**src/hdl/arc_pkg.sv**
```systemverilog
package arc_pkg;

  localparam int ADDR_W = 3;
  localparam int DATA_W = 8;
  localparam int RES_W  = 12;
  localparam int PINS   = 8;
  localparam int DIV_W  = 7;

  localparam logic [ADDR_W-1:0] OFS_RESULT_LOW  = 3'h0;
  localparam logic [ADDR_W-1:0] OFS_RESULT_HIGH = 3'h1;
  localparam logic [ADDR_W-1:0] OFS_CONV_CTRL   = 3'h2;
  localparam logic [ADDR_W-1:0] OFS_SRC_CLK     = 3'h3;
  localparam logic [ADDR_W-1:0] OFS_REF_CTRL    = 3'h4;
  localparam logic [ADDR_W-1:0] OFS_PIN_ANALOG  = 3'h5;
  localparam logic [ADDR_W-1:0] OFS_INT_STATUS  = 3'h6;
  localparam logic [ADDR_W-1:0] OFS_INT_MASK    = 3'h7;

  localparam int CC_START = 7;
  localparam int CC_BUSY  = 6;
  localparam int CC_EN    = 5;
  localparam int CC_ALIGN = 4;
  localparam int CC_CH_LO = 0;
  localparam int SC_SRC_LO = 5;
  localparam int SC_DIV_LO = 0;
  localparam int INT_DONE  = 0;
  localparam int INT_ABORT = 1;

  localparam logic [DATA_W-1:0] CONV_CTRL_RST  = 8'h00;
  localparam logic [DATA_W-1:0] SRC_CLK_RST    = 8'h00;
  localparam logic [DATA_W-1:0] REF_CTRL_RST   = 8'h00;
  localparam logic [DATA_W-1:0] PIN_ANALOG_RST = 8'hff;
  localparam logic [DATA_W-1:0] INT_RST        = 8'h00;
  localparam logic [RES_W-1:0]  RESULT_RST     = 12'h000;
  localparam logic [DIV_W-1:0]  DIV_ONE        = 7'h01;

  localparam logic [2:0] SRC_EXT_A = 3'h0;
  localparam logic [2:0] SRC_EXT_B = 3'h4;

  typedef struct packed {
    logic       start;
    logic       busy;
    logic       enable;
    logic       align;
    logic [2:0] channel;
  } arc_ctrl_t;

  typedef struct packed {
    logic       amp_en;
    logic       bandgap_en;
    logic       vrefi_in_en;
    logic       vref_out_en;
    logic [3:0] ref_src;
  } arc_ref_t;

  typedef struct packed {
    logic       ext_path_on;
    logic [2:0] ext_channel;
    logic       int_path_on;
    logic [2:0] int_source;
  } arc_mux_t;

endpackage : arc_pkg

```
**src/hdl/arc_adc_register_control.sv**
```systemverilog
// The placing of the registers and the strobed register port were chosen for this implementation.
`timescale 1ns/100ps
module arc_adc_register_control
  import arc_pkg::*;
(
  input  wire logic                      sys_clk,
  input  wire logic                      rstn,
  input  wire logic [arc_pkg::ADDR_W-1:0] reg_addr,
  input  wire logic [arc_pkg::DATA_W-1:0] reg_wdata,
  input  wire logic                      reg_wr,
  input  wire logic                      reg_rd,
  output logic      [arc_pkg::DATA_W-1:0] reg_rdata,
  input  wire logic                      conv_done,
  input  wire logic [arc_pkg::RES_W-1:0]  conv_data,
  output logic                           conv_power_on,
  output logic                           conv_reset,
  output logic                           conv_start,
  output logic                           conv_clk_tick,
  output arc_pkg::arc_mux_t              mux_sel,
  output arc_pkg::arc_ref_t              ref_cfg,
  output logic      [arc_pkg::PINS-1:0]   pin_analog_sel,
  output logic      [arc_pkg::PINS-1:0]   pin_pull_high_off,
  output logic                           irq
);
  import arc_pkg::*;

  arc_ctrl_t           ctrl_r;
  logic [DATA_W-1:0]   src_clk_r;
  arc_ref_t            ref_r;
  logic [PINS-1:0]     pin_r;
  logic [RES_W-1:0]    result_r;
  logic [DATA_W-1:0]   int_status_r;
  logic [DATA_W-1:0]   int_mask_r;
  logic [DIV_W-1:0]    div_cnt_r;
  logic [DATA_W-1:0]   rdata_nxt;

  logic                ctrl_wr;
  arc_ctrl_t           ctrl_wd;
  logic                en_nxt;
  logic                src_wr;
  logic                ref_wr;
  logic                pin_wr;
  logic                mask_wr;
  logic                stat_wr;
  logic                div_wrap;
  logic [DATA_W-1:0]   int_event;
  logic [DATA_W-1:0]   stat_clr;
  logic                start_rise;
  logic                start_fall;
  logic                done_ev;
  logic                abort_ev;
  logic [2:0]          src_sel;
  logic [2:0]          div_sel;
  logic                src_is_ext;
  logic [DIV_W-1:0]    div_top;

  assign ctrl_wr    = reg_wr && (reg_addr == OFS_CONV_CTRL);
  assign en_nxt     = ctrl_wr ? ctrl_wd.enable : ctrl_r.enable;
  assign src_wr     = reg_wr && (reg_addr == OFS_SRC_CLK);
  assign ref_wr     = reg_wr && (reg_addr == OFS_REF_CTRL);
  assign pin_wr     = reg_wr && (reg_addr == OFS_PIN_ANALOG);
  assign mask_wr    = reg_wr && (reg_addr == OFS_INT_MASK);
  assign stat_wr    = reg_wr && (reg_addr == OFS_INT_STATUS);
  assign stat_clr   = stat_wr ? reg_wdata : '0;
  assign start_rise = ctrl_wr && !ctrl_r.start && ctrl_wd.start;
  // A fall only starts when the enable written with it is set.
  assign start_fall = ctrl_wr && ctrl_r.start && !ctrl_wd.start && ctrl_wd.enable;
  assign done_ev    = conv_done && ctrl_r.busy && ctrl_r.enable;
  assign abort_ev   = start_rise && ctrl_r.busy;
  assign src_sel    = src_clk_r[SC_SRC_LO +: 3];
  assign div_sel    = src_clk_r[SC_DIV_LO +: 3];
  assign src_is_ext = (src_sel == SRC_EXT_A) || (src_sel == SRC_EXT_B);
  assign div_top    = DIV_W'((8'h01 << div_sel) - 8'h01);
  assign div_wrap   = (div_cnt_r >= div_top);

  // Control write data by field; bit 3 of the bus has no slot in the struct.
  always_comb
  begin
    ctrl_wd         = '0;
    ctrl_wd.start   = reg_wdata[CC_START];
    ctrl_wd.busy    = reg_wdata[CC_BUSY];
    ctrl_wd.enable  = reg_wdata[CC_EN];
    ctrl_wd.align   = reg_wdata[CC_ALIGN];
    ctrl_wd.channel = reg_wdata[CC_CH_LO +: 3];
  end

  // Control register; busy is never written by software.
  always_ff @(posedge sys_clk or negedge rstn)
  begin
    if (!rstn)
    begin
      ctrl_r.start   <= CONV_CTRL_RST[CC_START];
      ctrl_r.busy    <= CONV_CTRL_RST[CC_BUSY];
      ctrl_r.enable  <= CONV_CTRL_RST[CC_EN];
      ctrl_r.align   <= CONV_CTRL_RST[CC_ALIGN];
      ctrl_r.channel <= CONV_CTRL_RST[CC_CH_LO +: 3];
    end
    else
    begin
      if (ctrl_wr)
      begin
        ctrl_r.start   <= ctrl_wd.start;
        ctrl_r.enable  <= ctrl_wd.enable;
        ctrl_r.align   <= ctrl_wd.align;
        ctrl_r.channel <= ctrl_wd.channel;
      end
      // Enable written high together with the start fall sets busy.
      if (start_rise || !en_nxt)
      begin
        ctrl_r.busy <= 1'b0;
      end
      else if (start_fall)
      begin
        ctrl_r.busy <= 1'b1;
      end
      else if (done_ev)
      begin
        ctrl_r.busy <= 1'b0;
      end
    end
  end

  // Source and divider select; bits 4..3 are not implemented and stay zero.
  always_ff @(posedge sys_clk or negedge rstn)
  begin
    if (!rstn)
    begin
      src_clk_r <= SRC_CLK_RST;
    end
    else if (src_wr)
    begin
      src_clk_r <= reg_wdata & 8'he7;
    end
  end

  // Reference configuration, every bit writable.
  always_ff @(posedge sys_clk or negedge rstn)
  begin
    if (!rstn)
    begin
      ref_r <= arc_ref_t'(REF_CTRL_RST);
    end
    else if (ref_wr)
    begin
      ref_r <= arc_ref_t'(reg_wdata);
    end
  end

  // Pin analog enables; every pin comes out of reset as an analog input.
  always_ff @(posedge sys_clk or negedge rstn)
  begin
    if (!rstn)
    begin
      pin_r <= PIN_ANALOG_RST;
    end
    else if (pin_wr)
    begin
      pin_r <= reg_wdata;
    end
  end

  // Interrupt mask; only the two event bits exist.
  always_ff @(posedge sys_clk or negedge rstn)
  begin
    if (!rstn)
    begin
      int_mask_r <= INT_RST;
    end
    else if (mask_wr)
    begin
      int_mask_r <= reg_wdata & 8'h03;
    end
  end

  // Raw result, loaded only on completion while enabled.
  always_ff @(posedge sys_clk or negedge rstn)
  begin
    if (!rstn)
    begin
      result_r <= RESULT_RST;
    end
    else if (done_ev)
    begin
      result_r <= conv_data;
    end
  end

  // Events of the interrupt status register, one bit per source.
  always_comb
  begin
    int_event            = '0;
    int_event[INT_DONE]  = done_ev;
    int_event[INT_ABORT] = abort_ev;
  end

  // Sticky interrupt flags; a new event wins over a write-one clear.
  for (genvar gs = 0; gs < DATA_W; gs++)
  begin : g_status
    always_ff @(posedge sys_clk or negedge rstn)
    begin
      if (!rstn)
      begin
        int_status_r[gs] <= INT_RST[gs];
      end
      else
      begin
        int_status_r[gs] <= int_event[gs] || (int_status_r[gs] && !stat_clr[gs]);
      end
    end
  end

  // Interrupt output, one cycle behind the status and mask registers.
  always_ff @(posedge sys_clk or negedge rstn)
  begin
    if (!rstn)
    begin
      irq <= 1'b0;
    end
    else
    begin
      irq <= |(int_status_r & int_mask_r);
    end
  end

  // Converter clock divide counter; restarts from zero while powered down.
  always_ff @(posedge sys_clk or negedge rstn)
  begin
    if (!rstn)
    begin
      div_cnt_r <= '0;
    end
    else if (!ctrl_r.enable)
    begin
      div_cnt_r <= '0;
    end
    else
    begin
      div_cnt_r <= div_wrap ? '0 : div_cnt_r + DIV_ONE;
    end
  end

  // Converter clock tick; a code of zero ticks every cycle.
  always_ff @(posedge sys_clk or negedge rstn)
  begin
    if (!rstn)
    begin
      conv_clk_tick <= 1'b0;
    end
    else if (!ctrl_r.enable)
    begin
      conv_clk_tick <= 1'b0;
    end
    else
    begin
      conv_clk_tick <= div_wrap;
    end
  end

  // Converter power and the one-cycle reset and start commands.
  always_ff @(posedge sys_clk or negedge rstn)
  begin
    if (!rstn)
    begin
      conv_power_on <= 1'b0;
      conv_reset    <= 1'b0;
      conv_start    <= 1'b0;
    end
    else
    begin
      conv_power_on <= ctrl_r.enable;
      conv_reset    <= start_rise;
      conv_start    <= start_fall;
    end
  end

  // Input routing; an internal source always closes the external path.
  always_ff @(posedge sys_clk or negedge rstn)
  begin
    if (!rstn)
    begin
      mux_sel <= '0;
    end
    else
    begin
      mux_sel.ext_path_on <= src_is_ext;
      mux_sel.ext_channel <= ctrl_r.channel;
      mux_sel.int_path_on <= !src_is_ext;
      mux_sel.int_source  <= src_is_ext ? 3'h0 : src_sel;
    end
  end

  // Reference configuration handed to the analog side.
  always_ff @(posedge sys_clk or negedge rstn)
  begin
    if (!rstn)
    begin
      ref_cfg <= arc_ref_t'(REF_CTRL_RST);
    end
    else
    begin
      ref_cfg <= ref_r;
    end
  end

  // Per-pin analog assignment; an analog pin also loses its pull-high.
  for (genvar gp = 0; gp < PINS; gp++)
  begin : g_pin
    always_ff @(posedge sys_clk or negedge rstn)
    begin
      if (!rstn)
      begin
        pin_analog_sel[gp]    <= PIN_ANALOG_RST[gp];
        pin_pull_high_off[gp] <= PIN_ANALOG_RST[gp];
      end
      else
      begin
        pin_analog_sel[gp]    <= pin_r[gp];
        pin_pull_high_off[gp] <= pin_r[gp];
      end
    end
  end

  // Read multiplexer; result layout follows the alignment bit.
  always_comb
  begin
    rdata_nxt = '0;
    unique case (reg_addr)
      OFS_RESULT_LOW:
        rdata_nxt = ctrl_r.align ? result_r[7:0]
                                 : {result_r[3:0], 4'h0};
      OFS_RESULT_HIGH:
        rdata_nxt = ctrl_r.align ? {4'h0, result_r[11:8]}
                                 : result_r[11:4];
      OFS_CONV_CTRL:  rdata_nxt = {ctrl_r.start, ctrl_r.busy, ctrl_r.enable,
                                   ctrl_r.align, 1'b0, ctrl_r.channel};
      OFS_SRC_CLK:    rdata_nxt = src_clk_r;
      OFS_REF_CTRL:   rdata_nxt = ref_r;
      OFS_PIN_ANALOG: rdata_nxt = pin_r;
      OFS_INT_STATUS: rdata_nxt = int_status_r;
      OFS_INT_MASK:   rdata_nxt = int_mask_r;
      default:        rdata_nxt = '0;
    endcase
  end

  // Read data stands only in the cycle after a read strobe.
  always_ff @(posedge sys_clk or negedge rstn)
  begin
    if (!rstn)
    begin
      reg_rdata <= '0;
    end
    else
    begin
      reg_rdata <= reg_rd ? rdata_nxt : '0;
    end
  end

endmodule : arc_adc_register_control

```
**config.mk**
```make
export PLATFORM = sky130hd
export DESIGN_NAME = arc_adc_register_control
export DESIGN_NICKNAME = d
export VERILOG_FILES = /design/src/hdl/arc_pkg.sv /design/src/hdl/arc_adc_register_control.sv
export SDC_FILE = /design/constraint.sdc
export NUM_CORES = 1
export LEC_CHECK = 0
export BUFFER_PORTS_ARGS = -buffer_cell sky130_fd_sc_hd__buf_4
export CAP_MARGIN = 0
export CORE_MARGIN = 2
export CORE_UTILIZATION = 60
export DETAILED_ROUTE_END_ITERATION = 8
export PLACE_DENSITY = 0.88
export SLEW_MARGIN = 25
export SYNTH_ARGS = -nofsm -noshare
export SYNTH_HDL_FRONTEND = slang
export SYNTH_SLANG_ARGS = --single-unit
export TNS_END_PERCENT = 100
```
**constraint.sdc**
```tcl
create_clock -name sys_clk -period 4.7 [get_ports sys_clk]
set_input_delay 0.47 -clock sys_clk [delete_from_list [all_inputs] [get_ports sys_clk]]
set_output_delay 0.47 -clock sys_clk [all_outputs]
set_load 0.005 [all_outputs]
```
=== Word-level counts from Yosys, hierarchy flattened ===
Index checks and enable logic that the tools add are counted.

* Register bits after elaboration: 95
* Input bits: 28
* Output and inout bits: 45
* Logic and storage cells: 114

* Add/subtract/negate cells: 2
* $lt $le $gt $ge: 1
* Eq/ne operators: 8
* Shift operators: 1
* Multiplexer cells: 13
* Bitwise logic cells: 1
* Reduce and logical (&&, ||, !) cells: 42

{| class="wikitable"
|+ Operator list
! operator !! number
|-
| case mux 8 bit (8 select lines) || 1
|-
| two-way mux 8 bit || 4
|-
| logical AND 1 bit || 22
|-
| == test 3 bit, second input constant || 5
|-
| two-way mux 7 bit || 2
|-
| logical NOT 1 bit || 12
|-
| AND 8 x 2 -> 8 bit || 1
|-
| OR reduction 8 bit || 1
|-
| adder 7 x 1 -> 7 bit, second input constant || 1
|-
| greater-or-equal comparator 7 bit || 1
|-
| << shifter 1 x 3 -> 7 bit, first input constant || 1
|-
| subtractor 7 x 1 -> 7 bit, second input constant || 1
|-
| == test 3 x 2 -> 1 bit, second input constant || 2
|-
| logical NOT 3 bit || 2
|-
| two-way mux 1 bit || 5
|-
| logical OR 1 bit || 4
|-
| == test 3 x 1 -> 1 bit, second input constant || 1
|-
| two-way mux 3 bit || 1
|-
| nonzero test 3 bit || 1
|}

=== Longest topological paths before layout ===
Gate-level depths: netlist of the first run.

* Depth after elaboration: 7
* Gate-level depth with buffers: 7
* Gate-level depth less buffers: 6

=== Worst setup path before layout of the first run ===
OpenSTA, ideal clock, no wires.

* Path kind: register -> register
* Start point: reg src_clk_r[2]
* End point: reg div_cnt_r[2]
* Library setup time: 0.073 ns
* Arrival time: 1.806 ns
* Required time: 4.627 ns
* Path slack: 2.821 ns
* Cell stages (with the launch flop): 8
* Buffers on the path: 1
* Clock period less this slack: 1.879 ns
* Cell sequence: dfrtp_1 clkbuf_1 or3_1 ha_1 nand2b_1 a211oi_1 o21ai_1 nor2_1

* Longest elaborated chain between the ends: 5

{| class="wikitable"
|+ Ends and longest elaborated chain
! item !! line !! RTL
|-
| start: declaration || arc_adc_register_control.sv:28 || <nowiki>logic [DATA_W-1:0] src_clk_r;</nowiki>
|-
| start signal: assignment || arc_adc_register_control.sv:132 || <nowiki>src_clk_r <= reg_wdata & 8'he7;</nowiki>
|-
| << shifter 1 x 3 -> 7 bit || arc_adc_register_control.sv:73 || <nowiki>assign div_top = DIV_W'((8'h01 << div_sel) - 8'h01);</nowiki>
|-
| subtractor 7 x 1 -> 7 bit || arc_adc_register_control.sv:73 ||
|-
| greater-or-equal comparator 7 bit || arc_adc_register_control.sv:74 || <nowiki>assign div_wrap = (div_cnt_r >= div_top);</nowiki>
|-
| two-way mux 7 bit || arc_adc_register_control.sv:238 || <nowiki>div_cnt_r <= div_wrap ? '0 : div_cnt_r + DIV_ONE;</nowiki>
|-
| two-way mux 7 bit || arc_adc_register_control.sv:232 || <nowiki>else if (!ctrl_r.enable)</nowiki>
|-
| end signal: assignment || arc_adc_register_control.sv:238 ||
|-
| end: declaration || arc_adc_register_control.sv:34 || <nowiki>logic [DIV_W-1:0] div_cnt_r;</nowiki>
|}

No other way between the ends.
A chain may end at the register's enable or synchronous reset.

=== Final worst setup path of the first run ===
* Start point: reg src_clk_r[2]
* End point: reg div_cnt_r[0]

Same word-level chain as after synthesis.

==> results.cfg, run 1 <==
[routing]
wl_met3_um = 567
vias = 2874
wl_met1_um = 3700
finalWirelength_um = 8760
first_pass_iters = 4
drc_errors = 0
drt_iter0_drc = 282
antenna_left = 0
wl_per_cell_um = 18.3
vias_per_cell = 5.99
top_layer = met4
met2_length_um = 4280

[worst_setup_path]
criticalPathCategory = register to register
r2r-end = div_cnt_r[0]
r2r-start = src_clk_r[2]
worst_setup_path_end_kind = register
critPathMaxFanout = 9
crit_chain = or3_1 -> ha_1 -> nand2b_1 -> a211oi_1 -> o21ai_1 -> nor2_1
crit_path_top_delay_cell = dfrtp_1
reg2reg_slack_ns = 2.64
required_ns = 4.99
max_stage_delay_ns = 0.46
rr_worst_depth = 6
arrival_ns = 2.35
start_kind = register

[synthesis]
ys_seq_elements = 95
netlist_area_mm2 = 0.00417
synth_seq_area_share = 0.575
syn_nets = 370
synthTopCellsByCount = 79 x dfrtp_1, 33 x mux2_2, 31 x nand2_1, 18 x nor2_1
yosys-top-cells-area = dfrtp_1 47%, dfstp_2 10%, mux2_2 8.9%
yosys_warnings = 0
synthFlopType = dfrtp_1
netlist_instances = 334
synth-async-reset-ratio = 1.00
yosys.area.top_type = dfrtp_1
synthDistinctLibCells = 53
synth_top_area_frac = 0.474
synth.avg_cell_area_um2 = 12.5
yosysMostFrequentCell = dfrtp_1
synth-edff-count = 0

[clocking]
htreeDepth = 3
cts_buffers = 9
clk_latency_ns = 0.37
post_cts_buffers = 0
cts_tree = done
clk_pin_slew_ns = 0.09
clk_path_buf_depth = 2
cts.sinks = 95
ctsResizeCount = 0
postCtsHoldBufs = 0
cts-root-buf = clkbuf_8

[floorplan]
dieArea_mm2 = 0.00763
io_pins = 73
start_util = 0.617
row_count = 30
core_mm2 = 0.00676
die_y_um = 87.4
fp.dieW_um = 87.4

[sta]
clock_skew_ns = 0.00842
fmax_mhz = 486
setup_viol = 0
hold_violations = 0
maxSlewViolCount = 0
tightest_slew_ns = 0.818
fin_crit_ns = 2.06
max-slew-margin-rel = 0.455
fin_ws_ns = 2.64
grt_setup_unrepaired = no
setup-tns-final_ns = 0
fin_crit_sh = 0.438

[place]
port_buffers = 72
dp_cells = 464
dp_hpwl_um = 6070
pre_cts_ws_ns = 2.68
gp_congestion = 0.963

[power_and_ir_drop]
p_per_area_mw_per_mm2 = 415
power_mw = 2.02
irDropWorstVdd_v = 0.000203
p_leak_nw = 2.34

[global_routing]
grt-ovfl-total = 0
grt_pass1_wl_um = 14100
grt_pass1_vias = 2775
grt_max_degree = 96
grtUsageTotal = 0.248
antenna_found_initial = 0

[cells_and_area]
areaGrowthSynthToFinish_pct = 17.0
num-nets-final = 431
fin_util = 0.722
drive_gt1_frac = 0.383
num_antenna_cells = 0
finalNonFillerCells = 480

[min_path]
hp-class = primary input to async pin

[flow_run]
maxCapViolations = 0

[run_status]
status = finished clean
critical path: cells and delay by family, from the launching register on:
kind,cells,cell delay (ns)
AND/OR/NAND/NOR,3,0.71
adder cells (fa/ha/maj),1,0.28
flip-flops,1,0.46
AO/OA/AOI/OAI,2,0.53
worst max path at each step:
stage                             from           end  slack (ns)
after floorplan           src_clk_r[2]  div_cnt_r[2]        2.82
after global placement    src_clk_r[2]  div_cnt_r[4]        2.78
after detailed placement  src_clk_r[2]  div_cnt_r[0]        2.68
after CTS                 src_clk_r[2]  div_cnt_r[0]        2.65
after global routing      src_clk_r[2]  div_cnt_r[0]        2.49
final                     src_clk_r[2]  div_cnt_r[0]        2.64
layout by cell type (no fill, tap or decap), types with 2 or more instances in the layout:
master     netlist  final
and3_1           5      5
o311a_1          2      2
clkbuf_8         0     11
and4_1           2      2
a22o_1           2      2
a211o_1          2      2
nand2_1         31     31
xnor2_1          2      2
buf_4           10     71
a32o_1           2      2
dfrtp_1         79     79
nand3_1          9      9
a221oi_2         3      3
a21oi_1         11     11
o22ai_1          4      4
clkinv_4         0      2
inv_1           11     11
dfstp_2         16     16
nand2b_1         2      2
mux2_4           3      3
ha_1             8      8
mux2_2          33     33
bufinv_16        0      2
mux2i_1         16     16
xor2_1           3      3
nor2_2           2      2
o21ai_0         12     12
nor2_1          18     18
nor3_1           2      2
o31a_1           2      2
nand2_2          2      2
and2_1           3      3
a21boi_0         5      5
metrics by stage:
step,area (um^2),hold WS [ns]
floorplan,4170,0.174
global placement,4640,0.363
detailed placement,4650,0.364
CTS,4880,0.200
global route,4880,0.244
finish,4880,0.163
flip-flops by register name, summed over array words and instances, names as in the netlist, 2 cells and up:
name,count
pin_analog_sel,5
mux_sel,8
reg_rdata,8
ref_cfg,8
div_cnt_r,7
ref_r,8
int_status_r,8
pin_r,8
int_mask_r,2
src_clk_r,6
pin_pull_high_off,3
ctrl_r,7
result_r,12
cell type report:
class / instances / area, um^2
repair buffers: 72 / 544
clock buffers: 12 / 155
clock inverters: 4 / 77.6
multi-input cells: 206 / 1560
fillers: 489 / 1880
flip-flops and latches: 95 / 2400
inverters: 11 / 41.3
well taps: 80 / 100
per-layer routing:
| metal | up-vias | GRT usage |
|---|---|---|
| li1 | 1289 | - |
| met1 | 1435 | 0.334 |
| met2 | 128 | 0.385 |
| met3 | 22 | 0.0626 |
| met4 | 0 | 0.106 |
| met5 | - | 0 |
kinds of logic (layout without fill, tap and decap cells):
family | count (synthesis) | count (layout) | synth area share
compound gates | 54 | 54 | 0.0939
xor+xnor | 5 | 5 | 0.0105
fa+ha+maj | 9 | 9 | 0.0264
buf+inv | 33 | 99 | 0.0504
flops | 95 | 95 | 0.575
mux | 52 | 52 | 0.138
simple gates | 86 | 86 | 0.106
where the power goes:
| group | leakage (nW) | internal (mW) | switching, mW |
|---|---|---|---|
| sequential | 1.19 | 0.960 | 0.101 |
| combinational | 1.04 | 0.200 | 0.156 |
| clock | 0.117 | 0.331 | 0.274 |
Power figures use the tool's default switching activity.
==> inputs of run 2 (changes only) <==
--- a/config.mk
+++ b/config.mk
@@ -8,9 +8,9 @@
 export BUFFER_PORTS_ARGS = -buffer_cell sky130_fd_sc_hd__buf_4
 export CAP_MARGIN = 0
 export CORE_MARGIN = 2
-export CORE_UTILIZATION = 60
+export CORE_UTILIZATION = 56
 export DETAILED_ROUTE_END_ITERATION = 8
-export PLACE_DENSITY = 0.88
+export PLACE_DENSITY = 0.83
 export SLEW_MARGIN = 25
 export SYNTH_ARGS = -nofsm -noshare
 export SYNTH_HDL_FRONTEND = slang
==> constraint.sdc (replaced) <==
create_clock -name sys_clk -period 1.9 [get_ports sys_clk]
set_input_delay 0.19 -clock sys_clk [delete_from_list [all_inputs] [get_ports sys_clk]]
set_output_delay 0.19 -clock sys_clk [all_outputs]
set_load 0.005 [all_outputs]
==> results.cfg, run 2 (synthesis results as in run 1) <==
[place]
dp_hpwl_um = 6260
port_buffers = 72
dp_cells = 491
pre_cts_ws_ns = 0.0339
placed_cell_area_mm2 = 0.00475
gp_congestion = 0.923

[worst_setup_path]
required_ns = 2.15
reg2reg_slack_ns = 0.05
max_stage_delay_ns = 0.43
cp_num_buf_inv = 0
r2r-end = conv_clk_tick
crit_path_top_delay_cell = dfrtp_1
criticalPathCategory = register to register
rr_worst_depth = 6
start_kind = register
critPathMaxFanout = 6
crit_family = simple AND/OR/NAND/NOR gates
r2r-start = src_clk_r[0]
arrival_ns = 2.10
worst_setup_path_end_kind = register
crit_chain = or3_1 -> ha_1 -> nand2b_1 -> a211oi_2 -> o21ai_0 -> and2_1

[sta]
fin_crit_sh = 0.974
fin_ws_ns = 0.0490
clock_skew_ns = 0.00998
fin_crit_ns = 1.85
maxSlewViolCount = 0
tightest_slew_ns = 0.594
fmax_mhz = 540
setup-tns-final_ns = 0
whs_ns = 0.0288
hold_violations = 0
setup_viol = 0
max-slew-margin-rel = 0.604

[run_status]
status = finished clean

[cells_and_area]
finalNonFillerCells = 507
fillers = 537
areaGrowthSynthToFinish_pct = 19.0
most-common-layout-cells = 79 x dfrtp_1, 78 x buf_4, 33 x mux2_2
fin_util = 0.688
drive_gt1_frac = 0.400
num-nets-final = 440
num_antenna_cells = 0
layout_commonest_cell = dfrtp_1
design_area_mm2 = 0.00496
top_register = result_r
largest_reg_flops = 12

[power_and_ir_drop]
irDropWorstVdd_v = 0.000560
p_per_area_mw_per_mm2 = 974
power_mw = 4.83
p_leak_nw = 2.37

[routing]
vias_per_cell = 5.50
finalWirelength_um = 8610
drt_iter0_drc = 178
antenna_left = 0
vias = 2791
drc_errors = 0
first_pass_iters = 4
wl_per_cell_um = 17.0

[min_path]
hold_depth = 2
hold-path-endpoint = int_status_r[3]
hold_start = reg_wdata[3]
hp-class = primary input to register

[clocking]
cts_tree = done
clk_pin_slew_ns = 0.09
htreeDepth = 3
clk_path_buf_depth = 2
cts.sinks = 95
clk_latency_ns = 0.36
cts-root-buf = clkbuf_8
post_cts_buffers = 0
cts_buffers = 9

[floorplan]
die_y_um = 90.3
fp.dieW_um = 90.3
io_pins = 73
dieArea_mm2 = 0.00815
row_count = 31
start_util = 0.578
core_mm2 = 0.00721

[flow_run]
maxCapViolations = 0

[global_routing]
grt-ovfl-total = 0
grt_pass1_vias = 2832
antenna_found_initial = 0
grtUsageTotal = 0.223
grt_max_degree = 47
grt_pass1_wl_um = 14200
[run 2: cell count changes in the layout (fill, tap and decap cells not counted), sizes merged]
cell,before,now
bufinv,2,1
clkinvlp,0,2
dlygate4sd3,0,1
clkinv,2,1
buf,72,80
inv,11,13
clkbuf,12,9
[run 2: cell type report]
cell class | instances | area, um^2 | share of cell area
clock inverters | 6 | 67.6 | 0.0136
clock buffers | 9 | 124 | 0.0250
inverters | 11 | 41.3 | 0.00832
well taps | 99 | 124 | 0.0250
flip-flops and latches | 95 | 2400 | 0.483
multi-input cells | 206 | 1570 | 0.317
repair buffers | 81 | 636 | 0.128
[run 2: how the worst max path moves through the flow]
stage	cells past startpoint	slack [ns]	from	end
after floorplan	7	0.02	src_clk_r[2]	div_cnt_r[2]
after detailed placement	6	0.03	src_clk_r[0]	div_cnt_r[2]
after global placement	6	0.09	src_clk_r[2]	div_cnt_r[3]
after global routing	6	-0.02	src_clk_r[0]	div_cnt_r[4]
final	6	0.05	src_clk_r[0]	conv_clk_tick
after CTS	6	0.008	src_clk_r[0]	div_cnt_r[3]
[run 2: metal layers]
layer | track usage | up-vias | share of wire
li1 | - | 1307 | -
met1 | 0.298 | 1376 | 0.43
met2 | 0.365 | 100 | 0.50
met3 | 0.0467 | 8 | 0.054
met4 | 0.0782 | 0 | 0.013
met5 | 0 | - | 0
[run 2: timing repair]
action / in CTS / in global routing
endpoints found under the hold margin: 20 / 0
hold buffers: 1 / 0
resized for setup: 0 / 3
endpoints found under the setup margin: 0 / 8
[run 2: power by group]
group / switching (mW) / internal [mW]
Clock: 0.691 / 0.608
Sequential: 0.226 / 2.37
Combinational: 0.410 / 0.525
Total: 1.33 / 3.51
==> inputs of run 3 (changes only) <==
--- a/config.mk
+++ b/config.mk
@@ -5,12 +5,12 @@
 export SDC_FILE = /design/constraint.sdc
 export NUM_CORES = 1
 export LEC_CHECK = 0
-export BUFFER_PORTS_ARGS = -buffer_cell sky130_fd_sc_hd__buf_4
 export CAP_MARGIN = 0
 export CORE_MARGIN = 2
-export CORE_UTILIZATION = 56
+export CORE_UTILIZATION = 63
 export DETAILED_ROUTE_END_ITERATION = 8
-export PLACE_DENSITY = 0.83
+export DONT_BUFFER_PORTS = 1
+export PLACE_DENSITY = 0.82
 export SLEW_MARGIN = 25
 export SYNTH_ARGS = -nofsm -noshare
 export SYNTH_HDL_FRONTEND = slang
==> results.cfg, run 3 (synthesis results as in run 1) <==
[run_status]
status = finished, violations left
violations = negative hold slack

[sta]
whs_ns = -0.486
fin_crit_ns = 1.81
maxSlewViolCount = 0
fin_crit_sh = 0.954
hold_violations = 95
grt_setup_unrepaired = no
setup-tns-final_ns = 0
fmax_mhz = 552
fin_ws_ns = 0.0874
setup_viol = 0
clock_skew_ns = 0.00704
max-slew-margin-rel = 0.581
tightest_slew_ns = 0.628

[routing]
wl_per_cell_um = 19.9
drt_iter0_drc = 288
antenna_left = 0
vias_per_cell = 6.06
vias = 2630
first_pass_iters = 4
finalWirelength_um = 8620
drc_errors = 0

[global_routing]
grt_pass1_wl_um = 14200
grtUsageTotal = 0.259
grt_max_degree = 96
grt_pass1_vias = 2707
grt-ovfl-total = 0
antenna_found_initial = 0

[place]
port_buffers = 0
placed_cell_area_mm2 = 0.00414
dp_hpwl_um = 5760
pre_cts_ws_ns = 0.00958
gp_congestion = 0.900
dp_cells = 395

[worst_setup_path]
worst_setup_path_end_kind = register
rr_worst_depth = 6
start_kind = register
r2r-start = src_clk_r[2]
arrival_ns = 2.07
reg2reg_slack_ns = 0.09
crit_path_top_delay_cell = dfrtp_1
worstSetupEndpoint = conv_clk_tick
crit_chain = or3_1 -> ha_1 -> nand2b_1 -> a211oi_2 -> o21ai_0 -> and2_1
r2r-end = conv_clk_tick
required_ns = 2.15
critPathMaxFanout = 2
startpoint = src_clk_r[2]
criticalPathCategory = register to register
max_stage_delay_ns = 0.39

[cells_and_area]
design_area_mm2 = 0.00465
layout_commonest_cell = dfrtp_1
largest_reg_flops = 12
top_register = result_r
areaGrowthSynthToFinish_pct = 11.5
most-common-layout-cells = 79 x dfrtp_1, 33 x mux2_2, 31 x nand2_1
fin_util = 0.728
drive_gt1_frac = 0.252
num_antenna_cells = 0
finalNonFillerCells = 434
num-nets-final = 388

[clocking]
clk_latency_ns = 0.36
cts.sinks = 95
cts_buffers = 9
cts_tree = done
clk_pin_slew_ns = 0.09
post_cts_buffers = 0
htreeDepth = 3
cts-root-buf = clkbuf_8
clk_path_buf_depth = 2

[min_path]
hp-class = primary input to async pin

[power_and_ir_drop]
power_switching_mw = 1.21
clock_power_share = 0.345
p_per_area_mw_per_mm2 = 1060
p_leak_nw = 2.13
switching_share = 0.246
power_mw = 4.92
seqPwrFrac = 0.536
internal-power_mw = 3.71
combPwrFrac = 0.119
irDropWorstVdd_v = 0.000841

[floorplan]
io_pins = 73
core_mm2 = 0.00639
fp.dieW_um = 85.4
start_util = 0.653
row_count = 29
die_y_um = 85.4
dieArea_mm2 = 0.00729

[flow_run]
maxCapViolations = 0
## run 3: changes by cell type in the layout (fill, tap and decap cells not counted)
| cell | previous run | this run |
|---|---|---|
| o21ai_0 | 11 | 12 |
| clkinv_4 | 0 | 1 |
| buf_4 | 78 | 6 |
| bufinv_16 | 1 | 4 |
| inv_6 | 2 | 1 |
| clkinvlp_4 | 2 | 0 |
| o21ai_1 | 1 | 0 |
| dlygate4sd3_1 | 1 | 23 |
| buf_12 | 2 | 0 |
## run 3: layout make-up
| type | instances | area [um^2] |
|---|---|---|
| sequential | 95 | 2400 |
| fill | 429 | 1740 |
| multi-input combinational | 206 | 1570 |
| inverter | 11 | 41.3 |
| timing repair buffer | 29 | 275 |
| clock inverter | 7 | 143 |
| clock buffer | 9 | 124 |
| tap | 77 | 96.3 |
## run 3: timing repair
| action | CTS | global route |
|---|---|---|
| endpoints found under the setup margin | 1 | 8 |
| pin swaps | 0 | 1 |
| hold buffers | 22 | 1 |
| hold endpoints to repair | 149 | 96 |
| gates resized for setup | 1 | 1 |
## run 3: worst min-delay path by stage
stage / startpoint / to / slack [ns] / depth (start not counted)
floorplan: rstn / conv_clk_tick / -0.11 / 0
global placement: rstn / ref_cfg[7] / -0.10 / 0
detailed placement: rstn / ref_cfg[7] / -0.10 / 0
CTS: rstn / conv_reset / -0.50 / 0
global route: rstn / src_clk_r[5] / -0.52 / 0
finish: rstn / conv_reset / -0.49 / 0
## run 3: power by group through the flow
stage | clock (mW) | sequential, mW | combinational, mW
6_report | 1.70 | 2.64 | 0.587
5_1_grt | 1.83 | 2.68 | 0.658
4_1_cts | 1.72 | 2.64 | 0.571
3_5_place_dp | 0 | 2.67 | 0.515
3_3_place_gp | 0 | 2.66 | 0.488
2_1_floorplan | 0 | 2.57 | 0.520
## run 3: metal layers
| layer | global-route usage | share of wire | wire, um | up-vias |
|---|---|---|---|---|
| li1 | - | - | - | 1210 |
| met1 | 0.349 | 0.41 | 3560 | 1297 |
| met2 | 0.407 | 0.50 | 4270 | 110 |
| met3 | 0.0875 | 0.076 | 658 | 13 |
| met4 | 0.0707 | 0.014 | 119 | 0 |
| met5 | 0 | 0 | 0 | - |
## run 3: worst max-delay path, delay by kind of cell, from the launching register on
family	cells	cell delay [ns]
simple gates	3	0.70
flops	1	0.39
compound gates	2	0.36
fa+ha+maj	1	0.27
